--- config.mk ---
export PLATFORM = sky130hd
export DESIGN_NAME = brx_exec
export DESIGN_NICKNAME = d
export VERILOG_FILES = /design/src/verilog/brx_pkg.sv /design/src/verilog/brx_phase_gen.sv /design/src/verilog/brx_regfile.sv /design/src/verilog/brx_exec.sv
export VERILOG_INCLUDE_DIRS = /design/src /design/src/verilog
export SDC_FILE = /design/constraint.sdc
export NUM_CORES = 1
export LEC_CHECK = 0
export BUFFER_PORTS_ARGS = -buffer_cell sky130_fd_sc_hd__buf_4
export CAP_MARGIN = 10
export CORE_UTILIZATION = 55
export CTS_CLUSTER_DIAMETER = 200
export DETAILED_ROUTE_END_ITERATION = 16
export HOLD_SLACK_MARGIN = 0.08
export PLACE_DENSITY = 0.81
export SYNTH_ARGS = -nofsm -noshare
export SYNTH_HDL_FRONTEND = slang
export SYNTH_SLANG_ARGS = --single-unit
export TNS_END_PERCENT = 10
--- constraint.sdc ---
create_clock -name clk_in -period 2.5 [get_ports clk_in]
set_input_delay 0.75 -clock clk_in [delete_from_list [all_inputs] [get_ports clk_in]]
set_output_delay 0.75 -clock clk_in [all_outputs]
set_load 0.05 [all_outputs]
--- src/verilog/brx_defines.svh ---
// Purpose: shared constants for the bit-clear, branch and return execute block
// Assumes: one instruction cycle is four clk_in periods
// Notes: bus offsets are byte indices on the plain register port
//
// Summary of operation
// [RQ1] bit clear forces chosen register bit low
// [RQ2] access flag low picks access bank
// [RQ3] extended mode, low addresses use indexed offset
// [RQ4] branch on negative jumps when N set
// [RQ5] branch no overflow jumps when OV clear
// [RQ6] branch not zero jumps when Z clear
// [RQ7] target is branch address plus two plus 2n
// [RQ8] branch takes one cycle, two when taken
// [RQ9] interrupt return pops stack into PC
// [RQ10] interrupt return sets the level's global enable
// [RQ11] fast return restores W, flags, bank
// [RQ12] normal return leaves W, flags, bank alone
// [RQ13] returns never touch PC latch registers
// [RQ14] literal return loads W, flags untouched
// [RQ15] literal return pops PC, two cycles
// [RQ16] 21-bit table pointer, 8-bit table latch
// [RQ17] indexed offsets are 7 bits plus pointer
// [RQ18] four phases per instruction cycle
// [RQ19] status holds C, DC, Z, OV, N
// [RQ20] bit clear is one-cycle read-modify-write, no flags
// [RQ21] prefetched word discarded after branch or return
`ifndef BRX_DEFINES_SVH
`define BRX_DEFINES_SVH

// =====================================================================
// opcode fields
`define BRX_OP_BCF 4'h9
`define BRX_OP_BRA 4'hE
`define BRX_CC_NEG 4'h6
`define BRX_CC_NOV 4'h5
`define BRX_CC_NZ 4'h1
`define BRX_OP_INTERRUPT_RETURN_OP 15'h0008
`define BRX_OP_LITERAL_RETURN_OP 8'h0C
`define BRX_NOP 16'h0000
`define BRX_IDX_LIMIT 8'h5F
`define BRX_ACCESS_SPLIT 8'h60
`define BRX_PC_STEP 21'h000002

// =====================================================================
// status and enable bit positions
`define BRX_ST_C 0
`define BRX_ST_DC 1
`define BRX_ST_Z 2
`define BRX_ST_OV 3
`define BRX_ST_N 4
`define BRX_CTRL_EXT 0
`define BRX_CTRL_PRIO 1
`define BRX_IE_HIGH 7
`define BRX_IE_LOW 6

// =====================================================================
// reset values
`define BRX_RST_PC 21'h000000
`define BRX_RST_BYTE 8'h00
`define BRX_RST_STATUS 5'h00

// =====================================================================
// register port offsets
`define BRX_REG_CTRL 8'h00
`define BRX_REG_STATUS 8'h01
`define BRX_REG_WORK 8'h02
`define BRX_REG_BANK 8'h03
`define BRX_REG_INTEN 8'h04
`define BRX_REG_WSHAD 8'h05
`define BRX_REG_FSHAD 8'h06
`define BRX_REG_BSHAD 8'h07
`define BRX_REG_PCL 8'h08
`define BRX_REG_PCH 8'h09
`define BRX_REG_PCU 8'h0A
`define BRX_REG_LATH 8'h0B
`define BRX_REG_LATU 8'h0C
`define BRX_REG_TPL 8'h0D
`define BRX_REG_TPH 8'h0E
`define BRX_REG_TPU 8'h0F
`define BRX_REG_TLAT 8'h10
`define BRX_REG_IPL 8'h11
`define BRX_REG_IPH 8'h12

`endif

--- src/verilog/brx_pkg.sv ---
// Purpose: types for the execute block
// Assumes: constants live in brx_defines.svh
// Notes: core state is one packed struct
`default_nettype none
package brx_pkg;

    // =================================================================
    // phase of the instruction cycle
    typedef enum logic [1:0] {
        PH_DECODE = 2'b00,
        PH_READ = 2'b01,
        PH_PROC = 2'b10,
        PH_WRITE = 2'b11
    } brx_phase_e;

    // =================================================================
    // carriers
    typedef struct packed {
        logic [7:0] addr;
        logic [7:0] wdata;
        logic wr;
        logic rd;
    } brx_bus_req_s;

    typedef struct packed {
        logic [11:0] addr;
        logic [7:0] wdata;
        logic we;
    } brx_mem_req_s;

    typedef struct packed {
        logic [20:0] pc;
        logic [20:0] ins_pc;
        logic [15:0] ins;
        logic flush;
        logic [7:0] working_reg;
        logic [4:0] status;
        logic [3:0] bank_select_reg;
        logic [7:0] inten;
        logic [7:0] ws;
        logic [4:0] flags_shadow;
        logic [3:0] bank_select_shadow;
        logic [7:0] pc_high_latch;
        logic [4:0] pc_upper_latch;
        logic [20:0] table_pointer;
        logic [7:0] table_latch;
        logic [11:0] iptr;
        logic [1:0] ctrl;
        logic pop;
        logic [7:0] rdata;
    } brx_core_s;

endpackage : brx_pkg
`default_nettype wire

--- src/verilog/brx_phase_gen.sv ---
// Purpose: four-phase sequencer of the instruction cycle
// Assumes: clk_in is the oscillator
// Notes: phases run decode, read, process, write
`timescale 1ns/100ps
`default_nettype none
module brx_phase_gen (
    input wire logic clk_in,
    input wire logic resetn_in,
    output var brx_pkg::brx_phase_e phase_out
);
    import brx_pkg::*;

    typedef struct packed {
        brx_phase_e ph;
    } brx_ph_s;

    brx_ph_s s_r;
    brx_ph_s s_nxt;

    // step through the four quarters, every code is legal
    always_comb begin
        s_nxt = s_r;
        unique case (s_r.ph)
            PH_DECODE: s_nxt.ph = PH_READ; // [RQ18]
            PH_READ: s_nxt.ph = PH_PROC;
            PH_PROC: s_nxt.ph = PH_WRITE;
            PH_WRITE: s_nxt.ph = PH_DECODE;
        endcase
    end

    always_ff @(posedge clk_in or negedge resetn_in) begin
        if (!resetn_in) begin
            s_r <= '{ph: PH_DECODE};
        end else begin
            s_r <= s_nxt;
        end
    end

    assign phase_out = s_r.ph;
endmodule : brx_phase_gen
`default_nettype wire

--- src/verilog/brx_regfile.sv ---
// Purpose: data register file, 4096 bytes
// Assumes: one write port, one read port
// Notes: read data come from a register one clock after the address
`timescale 1ns/100ps
`default_nettype none
module brx_regfile (
    input wire logic clk_in,
    input wire logic resetn_in,
    input wire brx_pkg::brx_mem_req_s req_in,
    output logic [7:0] rdata_out
);
    import brx_pkg::*;

    logic [7:0] mem [0:4095];
    logic [7:0] rdata_r;

    // storage carries no reset, contents are unknown after power up
    always_ff @(posedge clk_in) begin
        if (req_in.we) begin
            mem[req_in.addr] <= req_in.wdata;
        end
    end

    // registered read, old data on a same-address write
    always_ff @(posedge clk_in or negedge resetn_in) begin
        if (!resetn_in) begin
            rdata_r <= 8'h00;
        end else begin
            rdata_r <= mem[req_in.addr];
        end
    end

    assign rdata_out = rdata_r;
endmodule : brx_regfile
`default_nettype wire

--- src/verilog/brx_exec.sv ---
// Purpose: execute bit clear, conditional branches and both returns
// Assumes: program word and stack top are valid whenever the core samples them
// Notes: register port writes land first, the core's own update wins after
`include "brx_defines.svh"
`timescale 1ns/100ps
`default_nettype none
module brx_exec (
    input wire logic clk_in,
    input wire logic resetn_in,
    input wire brx_pkg::brx_bus_req_s bus_req_in,
    output logic [7:0] bus_rdata_out,
    input wire logic [15:0] prog_data_in,
    output logic [20:0] prog_addr_out,
    input wire logic [20:0] stack_top_in,
    output logic stack_pop_out
);
    import brx_pkg::*;

    // =================================================================
    // state and sub-blocks
    brx_core_s s_r;
    brx_core_s s_nxt;
    brx_phase_e phase;
    brx_mem_req_s mem_req;
    logic [7:0] mem_rdata;

    brx_phase_gen u_phase (
        .clk_in(clk_in),
        .resetn_in(resetn_in),
        .phase_out(phase)
    );

    brx_regfile u_rf (
        .clk_in(clk_in),
        .resetn_in(resetn_in),
        .req_in(mem_req),
        .rdata_out(mem_rdata)
    );

    // =================================================================
    // decode of the latched instruction
    logic is_bcf;
    logic is_bra;
    logic is_interrupt_return_op;
    logic is_literal_return_op;
    logic [3:0] cc;
    logic br_taken;
    logic [20:0] br_target;
    logic [7:0] bit_mask;
    logic [7:0] f_addr;
    logic [11:0] file_addr;
    logic [7:0] rd_val;

    // indirect pointer plus a 7-bit offset
    function automatic logic [11:0] idx_addr(input logic [11:0] ptr, input logic [6:0] off);
        return ptr + {5'h00, off}; // [RQ17]
    endfunction : idx_addr

    assign is_bcf = s_r.ins[15:12] == `BRX_OP_BCF; // [RQ1]
    assign is_bra = s_r.ins[15:12] == `BRX_OP_BRA;
    assign is_interrupt_return_op = s_r.ins[15:1] == `BRX_OP_INTERRUPT_RETURN_OP; // [RQ9]
    assign is_literal_return_op = s_r.ins[15:8] == `BRX_OP_LITERAL_RETURN_OP; // [RQ14]
    assign cc = s_r.ins[11:8];
    assign f_addr = s_r.ins[7:0];
    assign bit_mask = 8'h01 << s_r.ins[11:9];

    // condition test on the flags, other 1110 codes fall through as no-ops
    always_comb begin
        br_taken = 1'b0;
        if (is_bra) begin
            case (cc)
                `BRX_CC_NEG: br_taken = s_r.status[`BRX_ST_N]; // [RQ4] [RQ19]
                `BRX_CC_NOV: br_taken = !s_r.status[`BRX_ST_OV]; // [RQ5]
                `BRX_CC_NZ: br_taken = !s_r.status[`BRX_ST_Z]; // [RQ6]
                default: br_taken = 1'b0;
            endcase
        end
    end

    // ins_pc is the branch address, so this is address + 2 + 2n
    assign br_target = s_r.ins_pc + `BRX_PC_STEP + {{12{s_r.ins[7]}}, s_r.ins[7:0], 1'b0}; // [RQ7]

    // operand address: bank, access bank or indexed literal offset
    always_comb begin
        if (s_r.ins[8]) begin
            file_addr = {s_r.bank_select_reg, f_addr}; // [RQ2]
        end else if (s_r.ctrl[`BRX_CTRL_EXT] && f_addr <= `BRX_IDX_LIMIT) begin
            file_addr = idx_addr(s_r.iptr, f_addr[6:0]); // [RQ3]
        end else if (f_addr < `BRX_ACCESS_SPLIT) begin
            file_addr = {4'h0, f_addr}; // [RQ2]
        end else begin
            file_addr = {4'hF, f_addr};
        end
    end

    // read in read phase, cleared byte written back in write phase
    always_comb begin
        mem_req.addr = file_addr;
        mem_req.we = (phase == PH_WRITE) && is_bcf; // [RQ20]
        mem_req.wdata = mem_rdata & ~bit_mask; // [RQ1]
    end

    // =================================================================
    // register port read mux
    always_comb begin
        case (bus_req_in.addr)
            `BRX_REG_CTRL: rd_val = {6'h00, s_r.ctrl};
            `BRX_REG_STATUS: rd_val = {3'h0, s_r.status};
            `BRX_REG_WORK: rd_val = s_r.working_reg;
            `BRX_REG_BANK: rd_val = {4'h0, s_r.bank_select_reg};
            `BRX_REG_INTEN: rd_val = s_r.inten;
            `BRX_REG_WSHAD: rd_val = s_r.ws;
            `BRX_REG_FSHAD: rd_val = {3'h0, s_r.flags_shadow};
            `BRX_REG_BSHAD: rd_val = {4'h0, s_r.bank_select_shadow};
            `BRX_REG_PCL: rd_val = s_r.pc[7:0];
            `BRX_REG_PCH: rd_val = s_r.pc[15:8];
            `BRX_REG_PCU: rd_val = {3'h0, s_r.pc[20:16]};
            `BRX_REG_LATH: rd_val = s_r.pc_high_latch;
            `BRX_REG_LATU: rd_val = {3'h0, s_r.pc_upper_latch};
            `BRX_REG_TPL: rd_val = s_r.table_pointer[7:0];
            `BRX_REG_TPH: rd_val = s_r.table_pointer[15:8];
            `BRX_REG_TPU: rd_val = {3'h0, s_r.table_pointer[20:16]};
            `BRX_REG_TLAT: rd_val = s_r.table_latch;
            `BRX_REG_IPL: rd_val = s_r.iptr[7:0];
            `BRX_REG_IPH: rd_val = {4'h0, s_r.iptr[11:8]};
            default: rd_val = 8'h00;
        endcase
    end

    // =================================================================
    // next state: port access first, then the instruction phases
    always_comb begin
        s_nxt = s_r;
        s_nxt.pop = 1'b0;
        s_nxt.rdata = 8'h00;
        if (bus_req_in.rd) begin
            s_nxt.rdata = rd_val;
        end
        if (bus_req_in.wr) begin
            case (bus_req_in.addr)
                `BRX_REG_CTRL: s_nxt.ctrl = bus_req_in.wdata[1:0];
                `BRX_REG_STATUS: s_nxt.status = bus_req_in.wdata[4:0];
                `BRX_REG_WORK: s_nxt.working_reg = bus_req_in.wdata;
                `BRX_REG_BANK: s_nxt.bank_select_reg = bus_req_in.wdata[3:0];
                `BRX_REG_INTEN: s_nxt.inten = bus_req_in.wdata;
                `BRX_REG_WSHAD: s_nxt.ws = bus_req_in.wdata;
                `BRX_REG_FSHAD: s_nxt.flags_shadow = bus_req_in.wdata[4:0];
                `BRX_REG_BSHAD: s_nxt.bank_select_shadow = bus_req_in.wdata[3:0];
                `BRX_REG_PCL: s_nxt.pc[7:0] = bus_req_in.wdata;
                `BRX_REG_PCH: s_nxt.pc[15:8] = bus_req_in.wdata;
                `BRX_REG_PCU: s_nxt.pc[20:16] = bus_req_in.wdata[4:0];
                `BRX_REG_LATH: s_nxt.pc_high_latch = bus_req_in.wdata;
                `BRX_REG_LATU: s_nxt.pc_upper_latch = bus_req_in.wdata[4:0];
                `BRX_REG_TPL: s_nxt.table_pointer[7:0] = bus_req_in.wdata;
                `BRX_REG_TPH: s_nxt.table_pointer[15:8] = bus_req_in.wdata;
                `BRX_REG_TPU: s_nxt.table_pointer[20:16] = bus_req_in.wdata[4:0]; // [RQ16]
                `BRX_REG_TLAT: s_nxt.table_latch = bus_req_in.wdata; // [RQ16]
                `BRX_REG_IPL: s_nxt.iptr[7:0] = bus_req_in.wdata;
                `BRX_REG_IPH: s_nxt.iptr[11:8] = bus_req_in.wdata[3:0];
                default: s_nxt.ctrl = s_r.ctrl;
            endcase
        end
        unique case (phase)
            PH_DECODE: begin
                if (s_r.flush) begin
                    // refetch slot: the stale prefetch is dropped as a no-op
                    s_nxt.ins = `BRX_NOP; // [RQ21] [RQ8]
                    s_nxt.flush = 1'b0;
                end else begin
                    s_nxt.ins = prog_data_in;
                    s_nxt.ins_pc = s_r.pc;
                    s_nxt.pc = s_r.pc + `BRX_PC_STEP;
                end
            end
            PH_READ, PH_PROC: begin
                s_nxt.flush = s_r.flush;
            end
            PH_WRITE: begin
                if (br_taken) begin
                    s_nxt.pc = br_target; // [RQ7]
                    s_nxt.flush = 1'b1; // [RQ8]
                end
                if (is_interrupt_return_op || is_literal_return_op) begin
                    // latches keep whatever software left in them
                    s_nxt.pc = stack_top_in; // [RQ9] [RQ15] [RQ13]
                    s_nxt.pop = 1'b1;
                    s_nxt.flush = 1'b1; // [RQ21]
                end
                if (is_literal_return_op) begin
                    s_nxt.working_reg = s_r.ins[7:0]; // [RQ14]
                end
                if (is_interrupt_return_op) begin
                    // without priorities the high enable is the single global enable
                    if (!s_r.ctrl[`BRX_CTRL_PRIO] || !s_r.inten[`BRX_IE_HIGH]) begin
                        s_nxt.inten[`BRX_IE_HIGH] = 1'b1; // [RQ10]
                    end else begin
                        s_nxt.inten[`BRX_IE_LOW] = 1'b1; // [RQ10]
                    end
                    if (s_r.ins[0]) begin
                        s_nxt.working_reg = s_r.ws; // [RQ11]
                        s_nxt.status = s_r.flags_shadow;
                        s_nxt.bank_select_reg = s_r.bank_select_shadow;
                    end
                end
            end
        endcase
    end

    // =================================================================
    // state register
    always_ff @(posedge clk_in or negedge resetn_in) begin
        if (!resetn_in) begin
            s_r <= '{pc: `BRX_RST_PC, ins_pc: `BRX_RST_PC, ins: `BRX_NOP, flush: 1'b0,
                     working_reg: `BRX_RST_BYTE, status: `BRX_RST_STATUS, bank_select_reg: 4'h0, inten: `BRX_RST_BYTE,
                     ws: `BRX_RST_BYTE, flags_shadow: `BRX_RST_STATUS, bank_select_shadow: 4'h0, pc_high_latch: `BRX_RST_BYTE,
                     pc_upper_latch: 5'h00, table_pointer: `BRX_RST_PC, table_latch: `BRX_RST_BYTE, iptr: 12'h000,
                     ctrl: 2'h0, pop: 1'b0, rdata: `BRX_RST_BYTE};
        end else begin
            s_r <= s_nxt;
        end
    end

    assign bus_rdata_out = s_r.rdata;
    assign prog_addr_out = s_r.pc;
    assign stack_pop_out = s_r.pop;

    logic q4_core;
    assign q4_core = (phase == PH_WRITE) && !bus_req_in.wr;
endmodule : brx_exec
`default_nettype wire

==> summary.md <==
| Metric | Value |
|---|---|
| Syn_nets | 1,148 |
| GP Congestion | 0.944 |
| Crit path kind | reg -> reg |
| Filler instances | 1,331 |
| Clk network pwr share | 30.6% |
| CTS tree | built |
| Unrepaired setup endpoints after global routing | yes |
| Die Span Y | 138 microns |
| Vias in the first global route | 9,070 |
| Largest net degree at the start of global routing | 59 |
| CP required | 2.82 ns |
| Final Slew Violations | 0 |
| CTS max path bufs | 2 |
| Met1 Routed Length | 13.6 mm |
| Yosys top cell area share | 41.5% |
| Crit path launch type | flip-flop |
| Ys async rst share | 100% |
| Full die area | 19,000 sq um |
| Failing checks | negative setup slack |
| P per Cell Area | 727 nW/um^2 |
| Routed WL | 33.8 mm |
| Post-CTS Hold Fix Bufs | 0 |
| Remaining Overflow, GRT | 0 |
| Arr. time, crit path | 2.89 ns |
| Top cells by area, synth | dfrtp_1, mux2_2, nand2_1, ha_1, mux2i_1 |
| Sw Share | 35.5% |
| Routed wire per std cell | 23.2 microns |
| Max VDD drop | 0.571 mV |
| # clock sinks | 168 |
| Core footprint | 18,000 sq um |
| Worst path most repeated cell | o41ai_4 |
| Yosys warns | 0 |
| Syn-to-layout area delta | 26.2% |
| Met2 Wirelength | 15.3 mm |
| Remaining routing DRC violations | 0 |
| Port Buffers | 86 |
| Worst Skew | 0.00868 ns |
| Maxcap violations | 0 |
| Register area share after synthesis | 41.5% |
| Post-route setup slack | -0.0695 ns |
| Internal | 6.00 mW |
| Max-slew headroom | 43.0% |
| Largest area contributor in the netlist | dfrtp_1 |
| Final Setup Violations | 8 |
| Worst-Skew Late Latency | 0.44 ns |
| Worst slew pin tran | 0.849 ns |
| Pleak | 5.89 nW |
| CP endpoint kind | flip-flop |
| Class of the worst hold path | in -> async |
| Most frequent cells in the layout | buf_4, dfrtp_1, nand2_1 |
| Drt first pass iters | 6 |
| Seq cells post-synth | 168 |
| 1st-iter DRT viols | 1,242 |
| H-tree Lvls | 4 |
| Initial core utilization | 56.2% |
| Final nets | 1,315 |
| Synth Cell Area | 10,100 sq um |
| Fmax achieved | 389 MHz |
| Gate power share | 34.8% |
| Ant diodes | 0 |
| Post-synth EDFFs | 0 |
| Root buf cell | clkbuf_16 |
| Vias | 9,503 |
| Placed Cells | 1,418 |
| Psw | 3.30 mW |
| Hold slack | 0.217 ns |
| Post-DP HPWL | 23.3 mm |
| Routed Antenna Nets | 0 |
| Max layer used | met4 |
| Width of the die | 138 microns |
| Core Util, Final | 71.0% |
| Clock Pin Slew Worst Setup and Hold Paths | 0.07 ns |
| Initial antenna violation count | 0 |
| Global-route wire length before repair | 51.1 mm |
| CP peak stage delay | 0.43 ns |
| Rows | 49 |
| Vias/cell | 6.52 |
| WL met3 | 3.69 mm |
| Final hold vios | 0 |
| Cells after Synth | 1,049 |
| Minimum clock period | 2.57 ns |
| Top FF cell, synth | dfrtp_1 |
| Status | complete, but fails checks |
| Commonest non-fill, non-tap cell in the layout | buf_4 |
| Top Ports | 87 |
| Layout cell share with drive strength beyond 1 | 34.2% |
| Num CTS Buffers | 17 |
| CP max-delay cell | a211o_4 |
| Fin crit share | 103% |
| Final cell count without fillers | 1,458 |
| Yosys cell types | 71 |
| CP Max Fanout | 4 |
| Fin area | 12,800 sq um |
| Sequential share of power | 34.6% |
| CP Cell Sequence | ha_4 > ha_1 > a21oi_1 > nand4b_1 > a211o_4 > a21oi_4 > o41ai_4 > buf_4 > o41ai_4 > a21oi_2 |
| Post-DP Area | 11,800 sq um |
| Total Routing Usage GR | 36.4% |
| Avg Cell Area, Syn | 9.66 sq um |
## timing repair
| action | 4_1_cts | 5_1_grt |
|---|---|---|
| buffers inserted | 5 | 4 |
| setup endpoints to repair | 11 | 14 |
| pin swaps | 10 | 20 |
| resized for setup | 26 | 34 |
## registers in the layout, indices dropped and copies added (netlist names)
| name | flops |
|---|---|
| stack_pop_out | 1 |
| s_r | 124 |
| cc | 4 |
| bus_rdata_out | 8 |
| prog_addr_out | 21 |
| f_addr | 8 |
| u_phase.phase_out | 2 |
## per-layer routing
| metal | GRT usage (%) | vias up |
|---|---|---|
| met4 | 13.9 | 0 |
| li1 | - | 4099 |
| met3 | 9.05 | 118 |
| met5 | 0 | - |
| met2 | 55.4 | 676 |
| met1 | 50.0 | 4610 |
## per-stage QoR
| stage | setup TNS, ns | total power, mW | worst slack [ns] |
|---|---|---|---|
| 2_1_floorplan | -0.307 | 4.97 | -0.198 |
| 3_3_place_gp | -6.15 | 5.95 | -0.295 |
| 3_5_place_dp | -9.67 | 6.03 | -0.362 |
| 4_1_cts | -0.0819 | 9.02 | -0.0307 |
| 5_1_grt | -0.988 | 9.64 | -0.126 |
| 6_report | -0.266 | 9.30 | -0.0695 |
## critical path, delay by kind of cell (launching register included)
kind                       cells  cell delay [ns]
DFF                            1             0.42
adders and majority gates      2             0.53
buffers and inverters          1             0.18
and+or+nand+nor                1             0.26
AOI/OAI and AO/OA              6             1.05
## cell families (layout without fill, tap and decap cells)
family	Yosys count	in the layout	synth area share, %
adders and majority gates	42	42	5.26
DFF	168	168	41.5
muxes	127	127	13.6
xor gates and xnor gates	31	31	2.68
buffers and inverters	121	301	6.02
AOI/OAI and AO/OA	263	263	16.9
and+or+nand+nor	297	297	14.1
## cell type report
cell class              count  area (sq um)  area share, %
clock buffers              18           439           3.43
well taps                 229           287           2.24
flip-flops and latches    168          4210           32.9
multi-input cells         760          5670           44.3
clock inverters            14           181           1.42
inverters                  28           105          0.821
repair buffers            241          1910           14.9
## cell usage after synthesis (9+ instances only)
cell type,n
dfrtp_1,168
nand2_1,148
mux2_2,82
o21ai_0,67
a21oi_1,49
mux2i_1,44
clkbuf_1,41
ha_1,41
buf_4,35
nor2_1,33
nand3_1,31
inv_1,27
a22oi_1,22
o22ai_1,18
xnor2_1,17
buf_2,14
xor2_1,14
and3_1,12
nor3_1,12
a31oi_1,11
o211ai_1,11
nand2b_1,9
## final timing paths
kind | cells after the start | startpoint | slack (ns) | to
hold / removal | 1 | resetn_in | 0.22 | s_r[138]$_DFFE_PN0P_
min in group clk_in | 2 | s_r[132]$_DFFE_PN0P_ | 0.49 | s_r[132]$_DFFE_PN0P_
setup reg to reg | 10 | f_addr[2]$_DFFE_PN0P_ | -0.07 | prog_addr_out[19]$_DFF_PN0_
setup / recovery | 10 | f_addr[2]$_DFFE_PN0P_ | -0.07 | prog_addr_out[19]$_DFF_PN0_
max in group asynchronous | 2 | resetn_in | 1.62 | s_r[24]$_DFFE_PN0P_
hold reg to reg | 2 | s_r[132]$_DFFE_PN0P_ | 0.49 | s_r[132]$_DFFE_PN0P_
## power groups by stage
stage                     sequential (mW)  combinational (mW)  clock, mW
after detailed placement             3.25                2.78          0
after floorplan                      3.20                1.77          0
final                                3.22                3.24       2.84
after global routing                 3.24                3.45       2.95
after global placement               3.23                2.72          0
after CTS                            3.20                2.98       2.84
No activity file was read; power rests on OpenSTA's default activity.
